==> src/design/rtc_irq_pkg.sv <==
package rtc_irq_pkg;

  // ----------------------------------------------------------------------
  // Register offsets
  // ----------------------------------------------------------------------
  localparam logic [7:0] ADDR_IRQ_CTRL   = 8'h01;
  localparam logic [7:0] ADDR_MINUTES    = 8'h03;
  localparam logic [7:0] ADDR_HOURS      = 8'h04;
  localparam logic [7:0] ADDR_DATE       = 8'h05;
  localparam logic [7:0] ADDR_WEEKDAY    = 8'h06;
  localparam logic [7:0] ADDR_MIN_ALARM  = 8'h09;
  localparam logic [7:0] ADDR_HOUR_ALARM = 8'h0a;
  localparam logic [7:0] ADDR_DATE_ALARM = 8'h0b;
  localparam logic [7:0] ADDR_WDAY_ALARM = 8'h0c;
  localparam logic [7:0] ADDR_TIMER_CTRL = 8'h0e;
  localparam logic [7:0] ADDR_TIMER_PRE  = 8'h0f;

  // ----------------------------------------------------------------------
  // Field positions and masks
  // ----------------------------------------------------------------------
  localparam int BIT_TIMER_IRQ_EN   = 0;
  localparam int BIT_ALARM_IRQ_EN   = 1;
  localparam int BIT_TIMER_FLAG     = 2;
  localparam int BIT_ALARM_FLAG     = 3;
  localparam int BIT_TIMER_REPEAT   = 4;
  localparam int BIT_TIMER_RUN      = 7;
  localparam int BIT_ALARM_MASK     = 7;
  localparam logic [7:0] MIN_FIELD  = 8'h7f;
  localparam logic [7:0] HOUR_FIELD = 8'h3f;
  localparam logic [7:0] DATE_FIELD = 8'h3f;
  localparam logic [7:0] WDAY_FIELD = 8'h07;

  // ----------------------------------------------------------------------
  // Reset values and timing
  // ----------------------------------------------------------------------
  localparam logic [7:0] RST_BYTE      = 8'h00;
  localparam logic [7:0] RST_ALARM     = 8'h80;
  localparam int         CLK_HZ        = 50_000_000;
  localparam int         PULSE_HOLD_NS = 1000;
  localparam int         PULSE_HOLD_CYC_I =
    (PULSE_HOLD_NS * (CLK_HZ / 1_000_000) + 999) / 1000;
  localparam logic [15:0] PULSE_HOLD_CYC = PULSE_HOLD_CYC_I[15:0];

  // Source clock selection codes.
  typedef enum logic [1:0] {
    SRC_4096HZ = 2'b00,
    SRC_64HZ   = 2'b01,
    SRC_1HZ    = 2'b10,
    SRC_1MIN   = 2'b11
  } src_sel_t;

endpackage

==> src/design/irq_evt_if.sv <==
`timescale 1ns/1ps
// Carries the one-cycle event pulses from the two detectors to the core.
interface irq_evt_if;
  logic timer_evt;
  logic alarm_evt;
  modport timer_src (output timer_evt);
  modport alarm_src (output alarm_evt);
  modport sink      (input timer_evt, input alarm_evt);
endinterface : irq_evt_if

==> src/design/timer_countdown.sv <==
`timescale 1ns/1ps
module timer_countdown
  import rtc_irq_pkg::*;
(
  input  wire logic       clk,     // System clock.
  input  wire logic       sys_rst, // Synchronous reset, active high.
  input  wire logic       run_en,  // Timer run enable.
  input  wire src_sel_t   src_sel, // Source clock select.
  input  wire logic [3:0] ticks,   // One-cycle source ticks, indexed by select code.
  input  wire logic [7:0] preset,  // Preset countdown value.
  irq_evt_if.timer_src    evt      // Event pulse out.
);

  logic [7:0] cnt_q;
  logic [7:0] cnt_d;
  logic       run_q;
  logic       start;
  logic       tick;
  logic       hit;

  // ----------------------------------------------------------------------
  // Tick selection and event decode
  // ----------------------------------------------------------------------
  assign tick  = ticks[src_sel];
  assign start = run_en & ~run_q;
  assign hit   = run_en & run_q & tick & (cnt_q == 8'h01);
  assign evt.timer_evt = hit;

  // Reload on start and right after an event, so a zero preset never fires.
  always_comb
  begin
    cnt_d = cnt_q;
    if (start)
      cnt_d = preset;
    else if (hit)
      cnt_d = preset;
    else if (run_en & tick & (cnt_q != 8'h00))
      cnt_d = cnt_q - 8'h01;
    else if (~run_en)
      cnt_d = cnt_q;
  end

  // Counter state.
  always_ff @(posedge clk)
  begin
    if (sys_rst)
    begin
      cnt_q <= RST_BYTE;
      run_q <= 1'b0;
    end
    else
    begin
      cnt_q <= cnt_d;
      run_q <= run_en;
    end
  end

endmodule // timer_countdown

==> src/design/alarm_compare.sv <==
`timescale 1ns/1ps
module alarm_compare
  import rtc_irq_pkg::*;
(
  input  wire logic [7:0] cur_min,    // Current minutes, BCD.
  input  wire logic [7:0] cur_hour,   // Current hours, BCD.
  input  wire logic [7:0] cur_date,   // Current date, BCD.
  input  wire logic [7:0] cur_wday,   // Current weekday.
  input  wire logic [7:0] alm_min,    // Minute alarm setting with mask.
  input  wire logic [7:0] alm_hour,   // Hour alarm setting with mask.
  input  wire logic [7:0] alm_date,   // Date alarm setting with mask.
  input  wire logic [7:0] alm_wday,   // Weekday alarm setting with mask.
  output logic            match       // Level: all unmasked fields agree and at least one field is unmasked.
);

  // One field agrees when masked out or equal within its valid BCD bits.
  function automatic logic field_ok(input logic [7:0] cur, input logic [7:0] alm,
                                    input logic [7:0] fld);
    field_ok = alm[BIT_ALARM_MASK] | ((cur & fld) == (alm & fld));
  endfunction

  logic all_masked;
  logic fields_ok;

  // ----------------------------------------------------------------------
  // Match decode
  // ----------------------------------------------------------------------
  assign all_masked = alm_min[BIT_ALARM_MASK] & alm_hour[BIT_ALARM_MASK] &
                      alm_date[BIT_ALARM_MASK] & alm_wday[BIT_ALARM_MASK];
  assign fields_ok  = field_ok(cur_min, alm_min, MIN_FIELD) &
                      field_ok(cur_hour, alm_hour, HOUR_FIELD) &
                      field_ok(cur_date, alm_date, DATE_FIELD) &
                      field_ok(cur_wday, alm_wday, WDAY_FIELD);
  assign match = fields_ok & ~all_masked;

endmodule // alarm_compare

==> src/design/rtc_timer_alarm_irq.sv <==
`timescale 1ns/1ps
module rtc_timer_alarm_irq
  import rtc_irq_pkg::*;
(
  input  wire logic       clk,         // 50 MHz system clock.
  input  wire logic       sys_rst,     // Synchronous reset, active high.
  input  wire logic       reg_wr,      // Register write strobe, one cycle.
  input  wire logic       reg_rd,      // Register read strobe, one cycle.
  input  wire logic [7:0] reg_addr,    // Register offset.
  input  wire logic [7:0] reg_wdata,   // Write data.
  output logic      [7:0] reg_rdata,   // Read data, valid the cycle after reg_rd.
  input  wire logic       tick_4096hz, // 4096 Hz source tick, one cycle.
  input  wire logic       tick_64hz,   // 64 Hz source tick, one cycle.
  input  wire logic       tick_1hz,    // Seconds update tick, one cycle.
  input  wire logic       tick_1min,   // Minutes update tick, one cycle.
  input  wire logic       time_upd,    // Timekeeping load strobe for the time fields.
  input  wire logic [7:0] new_min,     // Minutes from timekeeping, BCD.
  input  wire logic [7:0] new_hour,    // Hours from timekeeping, BCD.
  input  wire logic [7:0] new_date,    // Date from timekeeping, BCD.
  input  wire logic [7:0] new_wday,    // Weekday from timekeeping.
  output logic            int_n_out,   // Interrupt pin output value, always 0.
  output logic            int_n_oe_n,  // Interrupt pin enable, low while pulling low.
  output logic            timer_irq_n, // Timer share of the line, active low.
  output logic            alarm_irq_n  // Alarm share of the line, active low.
);

  // ----------------------------------------------------------------------
  // Register state
  // ----------------------------------------------------------------------
  // Time fields keep only their valid bits; alarms keep the mask bit too.
  logic       timer_irq_en_q;
  logic       alarm_irq_en_q;
  logic       timer_event_flag_q;
  logic       alarm_event_flag_q;
  logic       timer_repeat_mode_sel_q;
  logic       timer_run_en_q;
  src_sel_t   src_sel_q;
  logic [7:0] timer_preset_q;
  logic [7:0] min_q;
  logic [7:0] hour_q;
  logic [7:0] date_q;
  logic [7:0] wday_q;
  logic [7:0] alm_min_q;
  logic [7:0] alm_hour_q;
  logic [7:0] alm_date_q;
  logic [7:0] alm_wday_q;
  logic [7:0] reg_rdata_q;
  logic       match_q;
  logic [15:0] hold_q;
  logic [15:0] hold_d;
  logic       timer_flag_d;
  logic       alarm_flag_d;

  // ----------------------------------------------------------------------
  // Write decode
  // ----------------------------------------------------------------------
  logic wr_ctrl;
  logic wr_tctl;
  logic wr_pre;
  logic wr_min;
  logic wr_hour;
  logic wr_date;
  logic wr_wday;
  logic wr_amin;
  logic wr_ahour;
  logic wr_adate;
  logic wr_awday;

  // Each strobe is qualified once here so the register processes stay short.
  assign wr_ctrl  = reg_wr & (reg_addr == ADDR_IRQ_CTRL);
  assign wr_tctl  = reg_wr & (reg_addr == ADDR_TIMER_CTRL);
  assign wr_pre   = reg_wr & (reg_addr == ADDR_TIMER_PRE);
  assign wr_min   = reg_wr & (reg_addr == ADDR_MINUTES);
  assign wr_hour  = reg_wr & (reg_addr == ADDR_HOURS);
  assign wr_date  = reg_wr & (reg_addr == ADDR_DATE);
  assign wr_wday  = reg_wr & (reg_addr == ADDR_WEEKDAY);
  assign wr_amin  = reg_wr & (reg_addr == ADDR_MIN_ALARM);
  assign wr_ahour = reg_wr & (reg_addr == ADDR_HOUR_ALARM);
  assign wr_adate = reg_wr & (reg_addr == ADDR_DATE_ALARM);
  assign wr_awday = reg_wr & (reg_addr == ADDR_WDAY_ALARM);

  // ----------------------------------------------------------------------
  // Event detectors
  // ----------------------------------------------------------------------
  // Detectors hand one-cycle event pulses to the flag logic here.
  irq_evt_if evt_bus ();

  logic [3:0] ticks;
  logic       match;
  logic       alarm_hit;

  // Tick vector is ordered by the source select code.
  assign ticks = {tick_1min, tick_1hz, tick_64hz, tick_4096hz};

  // The counter reloads on every event, in either mode.
  timer_countdown u_timer (
    .clk     (clk),
    .sys_rst (sys_rst),
    .run_en  (timer_run_en_q),
    .src_sel (src_sel_q),
    .ticks   (ticks),
    .preset  (timer_preset_q),
    .evt     (evt_bus.timer_src)
  );

  // The compare is a level; its entry edge is taken below.
  alarm_compare u_alarm (
    .cur_min  (min_q),
    .cur_hour (hour_q),
    .cur_date (date_q),
    .cur_wday (wday_q),
    .alm_min  (alm_min_q),
    .alm_hour (alm_hour_q),
    .alm_date (alm_date_q),
    .alm_wday (alm_wday_q),
    .match    (match)
  );

  // Only the entry into a match is an event; a match held for a whole minute
  // would otherwise re-set the flag right after software cleared it.
  assign alarm_hit = match & ~match_q;
  assign evt_bus.alarm_evt = alarm_hit;

  // ----------------------------------------------------------------------
  // Flag next values: a set in the same cycle as a clear wins
  // ----------------------------------------------------------------------
  logic clr_timer_flag;
  logic clr_alarm_flag;

  // Only a 0 clears a flag, so writing back a 1 just read loses nothing.
  assign clr_timer_flag = wr_ctrl & ~reg_wdata[BIT_TIMER_FLAG];
  assign clr_alarm_flag = wr_ctrl & ~reg_wdata[BIT_ALARM_FLAG];

  // The set comes last, so a clear cannot swallow an event of that cycle.
  always_comb
  begin
    timer_flag_d = timer_event_flag_q;
    alarm_flag_d = alarm_event_flag_q;
    if (clr_timer_flag)
      timer_flag_d = 1'b0;
    if (clr_alarm_flag)
      alarm_flag_d = 1'b0;
    if (evt_bus.timer_evt)
      timer_flag_d = 1'b1;
    if (evt_bus.alarm_evt)
      alarm_flag_d = 1'b1;
  end

  // ----------------------------------------------------------------------
  // Repeat mode pulse hold counter
  // ----------------------------------------------------------------------
  logic hold_start;
  logic hold_busy;

  // A pulse starts only for an enabled event in repeat mode.
  assign hold_start = evt_bus.timer_evt & timer_irq_en_q & timer_repeat_mode_sel_q;
  assign hold_busy  = (hold_q != 16'h0000);

  // The counter ignores flag writes and run enable, so neither of them can cut the pulse.
  always_comb
  begin
    hold_d = hold_q;
    if (hold_start)
      hold_d = PULSE_HOLD_CYC;
    else if (hold_busy)
      hold_d = hold_q - 16'h0001;
  end

  // ----------------------------------------------------------------------
  // Event state: flags, pulse hold and match history
  // ----------------------------------------------------------------------
  always_ff @(posedge clk)
  begin
    if (sys_rst)
    begin
      timer_event_flag_q <= 1'b0;
      alarm_event_flag_q <= 1'b0;
      hold_q             <= 16'h0000;
      match_q            <= 1'b0;
    end
    else
    begin
      timer_event_flag_q <= timer_flag_d;
      alarm_event_flag_q <= alarm_flag_d;
      hold_q             <= hold_d;
      match_q            <= match;
    end
  end

  // ----------------------------------------------------------------------
  // Control registers
  // ----------------------------------------------------------------------
  // Run enable and source share one write, so a restart may change source.
  always_ff @(posedge clk)
  begin
    if (sys_rst)
    begin
      timer_irq_en_q          <= 1'b0;
      alarm_irq_en_q          <= 1'b0;
      timer_repeat_mode_sel_q <= 1'b0;
      timer_run_en_q          <= 1'b0;
      src_sel_q               <= SRC_4096HZ;
    end
    else
    begin
      if (wr_ctrl)
      begin
        timer_irq_en_q          <= reg_wdata[BIT_TIMER_IRQ_EN];
        alarm_irq_en_q          <= reg_wdata[BIT_ALARM_IRQ_EN];
        timer_repeat_mode_sel_q <= reg_wdata[BIT_TIMER_REPEAT];
      end
      if (wr_tctl)
      begin
        timer_run_en_q <= reg_wdata[BIT_TIMER_RUN];
        src_sel_q      <= src_sel_t'(reg_wdata[1:0]);
      end
    end
  end

  // ----------------------------------------------------------------------
  // Data registers: preset, time fields, alarm settings
  // ----------------------------------------------------------------------
  // The counter takes the preset only on a start or a reload, so a write
  // while running shows at the next reload.
  always_ff @(posedge clk)
  begin
    if (sys_rst)
      timer_preset_q <= RST_BYTE;
    else if (wr_pre)
      timer_preset_q <= reg_wdata;
  end

  // Host writes to a time field win over a timekeeping load in the same cycle.
  always_ff @(posedge clk)
  begin
    if (sys_rst)
    begin
      min_q  <= RST_BYTE;
      hour_q <= RST_BYTE;
      date_q <= RST_BYTE;
      wday_q <= RST_BYTE;
    end
    else
    begin
      if (wr_min)
        min_q <= reg_wdata & MIN_FIELD;
      else if (time_upd)
        min_q <= new_min & MIN_FIELD;
      if (wr_hour)
        hour_q <= reg_wdata & HOUR_FIELD;
      else if (time_upd)
        hour_q <= new_hour & HOUR_FIELD;
      if (wr_date)
        date_q <= reg_wdata & DATE_FIELD;
      else if (time_upd)
        date_q <= new_date & DATE_FIELD;
      if (wr_wday)
        wday_q <= reg_wdata & WDAY_FIELD;
      else if (time_upd)
        wday_q <= new_wday & WDAY_FIELD;
    end
  end

  // Alarms reset masked, so none can fire before the host sets them up.
  always_ff @(posedge clk)
  begin
    if (sys_rst)
    begin
      alm_min_q  <= RST_ALARM;
      alm_hour_q <= RST_ALARM;
      alm_date_q <= RST_ALARM;
      alm_wday_q <= RST_ALARM;
    end
    else
    begin
      if (wr_amin)
        alm_min_q <= reg_wdata & (MIN_FIELD | 8'h80);
      if (wr_ahour)
        alm_hour_q <= reg_wdata & (HOUR_FIELD | 8'h80);
      if (wr_adate)
        alm_date_q <= reg_wdata & (DATE_FIELD | 8'h80);
      if (wr_awday)
        alm_wday_q <= reg_wdata & (WDAY_FIELD | 8'h80);
    end
  end

  // ----------------------------------------------------------------------
  // Read path
  // ----------------------------------------------------------------------
  logic [7:0] ctrl_view;
  logic [7:0] tctl_view;
  logic [7:0] rd_mux;

  assign ctrl_view = {3'b000, timer_repeat_mode_sel_q, alarm_event_flag_q,
                      timer_event_flag_q, alarm_irq_en_q, timer_irq_en_q};
  assign tctl_view = {timer_run_en_q, 5'b00000, src_sel_q};

  // Unmapped offsets read as zero.
  always_comb
  begin
    case (reg_addr)
      ADDR_IRQ_CTRL:   rd_mux = ctrl_view;
      ADDR_MINUTES:    rd_mux = min_q;
      ADDR_HOURS:      rd_mux = hour_q;
      ADDR_DATE:       rd_mux = date_q;
      ADDR_WEEKDAY:    rd_mux = wday_q;
      ADDR_MIN_ALARM:  rd_mux = alm_min_q;
      ADDR_HOUR_ALARM: rd_mux = alm_hour_q;
      ADDR_DATE_ALARM: rd_mux = alm_date_q;
      ADDR_WDAY_ALARM: rd_mux = alm_wday_q;
      ADDR_TIMER_CTRL: rd_mux = tctl_view;
      ADDR_TIMER_PRE:  rd_mux = timer_preset_q;
      default:         rd_mux = RST_BYTE;
    endcase
  end

  // Read data is captured on the strobe and held until the next read.
  // A write in the same cycle is not yet visible to that read.
  always_ff @(posedge clk)
  begin
    if (sys_rst)
      reg_rdata_q <= RST_BYTE;
    else if (reg_rd)
      reg_rdata_q <= rd_mux;
  end

  assign reg_rdata = reg_rdata_q;

  // ----------------------------------------------------------------------
  // Interrupt line
  // ----------------------------------------------------------------------
  logic timer_low;
  logic alarm_low;

  // Repeat mode follows the hold counter only; level mode follows flag and enable.
  // The alarm share is combinational so enable or flag changes act at once.
  assign timer_low = timer_repeat_mode_sel_q ? (hold_q != 16'h0000)
                                             : (timer_event_flag_q & timer_irq_en_q);
  assign alarm_low = alarm_event_flag_q & alarm_irq_en_q;

  assign timer_irq_n = ~timer_low;
  assign alarm_irq_n = ~alarm_low;
  // Either share pulls the one line low; neither can ever drive it high.
  assign int_n_out   = 1'b0;                          // Open drain: only ever pulls low.
  assign int_n_oe_n  = ~(timer_low | alarm_low);

endmodule // rtc_timer_alarm_irq

==> config.mk <==
export PLATFORM = sky130hd
export DESIGN_NAME = rtc_timer_alarm_irq
export DESIGN_NICKNAME = d
export VERILOG_FILES = /design/src/design/rtc_irq_pkg.sv /design/src/design/irq_evt_if.sv /design/src/design/timer_countdown.sv /design/src/design/alarm_compare.sv /design/src/design/rtc_timer_alarm_irq.sv
export SDC_FILE = /design/constraint.sdc
export NUM_CORES = 1
export LEC_CHECK = 0
export BUFFER_PORTS_ARGS = -buffer_cell sky130_fd_sc_hd__buf_4
export CAP_MARGIN = 10
export CORE_ASPECT_RATIO = 1.2
export CORE_MARGIN = 4
export CORE_UTILIZATION = 55
export CTS_CLUSTER_DIAMETER = 80
export DETAILED_ROUTE_END_ITERATION = 6
export HOLD_SLACK_MARGIN = 0.08
export PLACE_DENSITY_LB_ADDON = 0.15
export SKIP_LAST_GASP = 1
export SLEW_MARGIN = 20
export SYNTH_ARGS = -nofsm -noshare
export SYNTH_HDL_FRONTEND = slang
export SYNTH_SLANG_ARGS = --single-unit
==> constraint.sdc <==
create_clock -name clk -period 2.4 [get_ports clk]
set_clock_uncertainty 0.15 [all_clocks]
set_input_delay 0.24 -clock clk [delete_from_list [all_inputs] [get_ports clk]]
set_output_delay 0.24 -clock clk [all_outputs]
set_load 0.02 [all_outputs]
# Word-level counts from Yosys, hierarchy flattened
# Cells that the tools add are included.
# totals
regBits,98
in_bits,57
out_inout_bits,12
# classes
add_sub_neg,2
n_lt_le_gt_ge,1
n_eq_ne,16
n_mux,21
n_bitwise,44
reduce_logical,11
# ops
cell,count
$pmux 8 s11,1
$eq 8x4->1 const B,6
$mux 6,6
$and 1x1->1,31
$eq 8x3->1 const B,3
$mux 8,3
$eq 8x1->1 const B,2
$reduce_bool 16->1,1
$sub 16x1->16 const B,1
$mux 7,2
$reduce_bool 2->1,7
$eq 6x6->1,2
$eq 8x2->1 const B,1
$not 1->1,8
$reduce_bool 8->1,1
$sub 8x1->8 const B,1
$eq 7x7->1,1
$mux 1,6
$mux 3,2
$or 1x1->1,5
$eq 3x3->1,1
$lt 2x3->1 const B,1
$reduce_bool 3->1,1
$bmux 1 s2,1
$reduce_or 2->1,1

# Depth between registers and ports, before layout
# logic_depth
ltp_word,8
depth_mapped,7
ltp_nobuf,7

# Hierarchy
# From an unflattened synthesis, not the netlist that was laid out.
# unflattened
hier_cells,608
area_unflattened_um2,5507.8
# modules_own_cells
module,n_inst,cells_per_inst,area_each_um2
rtc_timer_alarm_irq,1,494,4536.9
timer_countdown,1,82,703.2
alarm_compare,1,32,267.8

# Worst setup path after synthesis
# OpenSTA, ideal clock, no wires.
# synth_timing
path_type,register to output
startpoint,register hold_q[12]
endpoint,output port int_n_oe_n
arrival_ns,2.013
t_required_ns,2.010
slack_ns,-0.003
stages_incl_launch_ff,6
path_buffers,0
path_cell_list,dfxtp_1 > or3_4 > nor4_4 > nand2_4 > a21oi_1 > and2_1
# synth_between
elab_chain_len,4
# synth_rtl
item,line_no,text
from (decl),rtc_timer_alarm_irq.sv:49,logic [15:0] hold_q;
from (signal assigned),rtc_timer_alarm_irq.sv:185,hold_q <= hold_d;
$reduce_bool 16->1,rtc_timer_alarm_irq.sv:337,assign timer_low = timer_repeat_mode_sel_q ? (hold_q != 16'h0000)
$mux 1,rtc_timer_alarm_irq.sv:337,
$or 1x1->1,rtc_timer_alarm_irq.sv:345,assign int_n_oe_n = ~(timer_low | alarm_low);
$not 1->1,rtc_timer_alarm_irq.sv:345,
to (decl),rtc_timer_alarm_irq.sv:22,"output logic int_n_oe_n,"
# No other way between the ends.

# Final worst setup path
# Same ends and word-level chain as after synthesis.

==> flow_summary.ini <==
[route]
drtIter0Drc = 307
wl_per_cell_microns = 18.2
firstDrtPassIters = 5
wirelength_mm = 14.2
drc = 0
detail-route-antenna-nets = 0
via_count = 4664
avgViaCountPerCell = 5.96

[yosys]
ys_ff_latch = 98
synthCells = 583
syn_area_sq_um = 5150
synth_edf_count = 0
synthXorXnorAreaFrac_pct = 5.61
synth-seq-area-share_pct = 38.1
synth-main-ff-cell = dfxtp_1
muxShareOfSynthArea_pct = 14.7
synth_nets = 645
yosysWarnings = 0
synth_compound_area_share_pct = 16.7
syn_area_per_cell_sq_um = 8.84
synth_top_family_by_area = simple AND/OR/NAND/NOR gates
yosys.area_share.simple_pct = 19.8
synth_cell_types = 62
async_flop_share_pct = 0
yosys.area_share.adder_pct = 1.21

[floorplanning]
rows = 38
die_y_microns = 114
coreArea_sq_um = 9080
fp.dieArea_sq_um = 11000
dieWidth_microns = 96.4
ios = 69
initial_core_util_pct = 56.7

[sta]
drv_slew = 0
setup_ws_ns = 0.0175
setup_violations = 0
min_period_over_period_pct = 99.3
relSlewSlack_pct = 59.8
fin_crit_ns = 2.38
rsz0062_at_grt = yes
timing.fmax_mhz = 420
hold_viol_final = 0
worst_pin_slew_ns = 0.588

[clock_network]
cts_tree = yes
clk_latency_ns = 0.38
clk_pin_slew_worst_paths_ns = 0.09
cts.sinks = 98
cts_made_buffers = 9
h-tree-depth = 3
cts.path.max_buffers = 2
cts_root_buf = clkbuf_8

[setup_path]
cp-start-kind = register
worstSetupPathType = reg2out
r2r_setup_slack_ns = 0.05
cp_data_required_time_ns = 2.01
cp.arrival_ns = 1.99
cp-end-kind = output pin
crit_fanout = 4

[grt]
antenna_found_initial = 0
grt_max_degree = 36
grt_first_pass_wirelength_mm = 22.8
overflow = 0
grt_util_all_layers_pct = 27.2
grt_pass1_vias = 4485

[cells_and_area]
fin_cells = 782
final_common_cell = dfxtp_1
final_cell_mix = 94 x dfxtp_1, 86 x nor2_1, 72 x buf_4
fin_nets = 720
final_core_util_pct = 68.5
final_cell_area_sq_um = 6220
layout-drive-gt1-share_pct = 17.7
synthToLayoutAreaGrowth_pct = 20.7
n_antenna_cell = 0

[hold_path]
hold_path_class = in2reg

[place]
placedInstanceArea_sq_um = 5690
dp.cells = 738
pre_cts_ws_ns = 0.204
place_congestion = 0.917
portBuffers = 57
dp.final_hpwl_mm = 10.4

[power]
powerDensity_nw_per_um2 = 743
power_leakage_nw = 2.58
max-vdd-ir-drop_v = 0.000383
p_total_mw = 4.62

[flow_run]
cap_violations = 0

[status]
status = complete, no violations
==> logic make-up (layout without fill, tap and decap cells) <==
family          after synthesis  in the layout
fa+ha+maj                     5              5
buf+inv                      49            128
other cells                   1              1
xor+xnor                     33             33
compound gates              119            119
simple gates                205            205
flops                        98             98
mux                          73             73
==> layout make-up <==
cell class / count / area, sq um
Clock buffer: 11 / 151
Clock inverter: 4 / 75.1
Fill cell: 769 / 2860
Inverter: 14 / 52.6
Multi-Input combinational cell: 436 / 3010
Sequential cell: 98 / 1970
Tap cell: 120 / 150
Timing Repair Buffer: 99 / 811
==> layer usage <==
| layer | vias to the layer above | track usage [%] | part of all wire, % |
|---|---|---|---|
| met2 | 135 | 45.0 | 49 |
| met1 | 2244 | 34.2 | 42 |
| met4 | 0 | 12.6 | 3.7 |
| li1 | 2255 | - | - |
| met5 | - | 0 | 0 |
| met3 | 30 | 4.35 | 4.8 |
==> synthesized netlist by cell type, types with 8 or more instances <==
master    number  area [sq um]
xor2_1         8          70.1
dfxtp_1       98          1960
o21ai_0       13          65.1
mux2_2         9           101
inv_1         14          52.6
a22oi_1       11          82.6
mux2i_1       62           621
nand3_1        8          40.0
a211oi_1      25           188
clkbuf_1      26          97.6
a21oi_1       21           105
nor2b_1       11          68.8
nand2_1       45           169
xnor2_1       25           219
nor3_1        11          55.1
nor2_1        86           323
==> flip-flops by register name, summed over array words and instances (netlist names), 2 cells and up <==
signal,count
reg_rdata,8
src_sel_q,2
alm_min_q,8
hour_q,6
alm_hour_q,7
alm_wday_q,4
timer_preset_q,8
hold_q,16
min_q,7
alm_date_q,7
wday_q,3
u_timer.cnt_q,8
date_q,6
==> worst paths after layout <==
check | endpoint | cells after the start | start
worst min-delay path | min_q[4] | 3 | new_min[4]
worst max register to register | hold_q[3] | 9 | hold_q[0]
worst max-delay path | int_n_oe_n | 6 | hold_q[12]
worst min register to register | alarm_event_flag_q | 1 | match_q
==> stage by stage <==
stage / hold WS (ns) / TNS (ns)
after CTS: 0.0809 / 0
after global placement: 0.258 / 0
final: 0.0887 / 0
after global routing: 0.115 / -0.0837
after floorplan: 0.202 / 0
after detailed placement: 0.283 / 0
==> report_power, final <==
group	total, mW	internal [mW]	switching (mW)
combinational	1.46	0.703	0.756
clock	1.21	0.638	0.568
sequential	1.95	1.79	0.167
==> critical path, cell delays in order (launching register included) <==
cell	delay [ns]
dfxtp_2	0.35
or3_4	0.42
nor4_4	0.35
nand2_4	0.09
a21oi_4	0.14
and2_1	0.13
buf_4	0.13
==> what timing repair did <==
action                                  4_1_cts  5_1_grt
endpoints found under the setup margin        2        2
hold buffers                                 27        0
endpoints found under the hold margin        43        0
pin swaps                                     3        1
setup buffers                                 2        0
resized for setup                             4        3
Note: power is estimated with default switching activity, not from simulation.
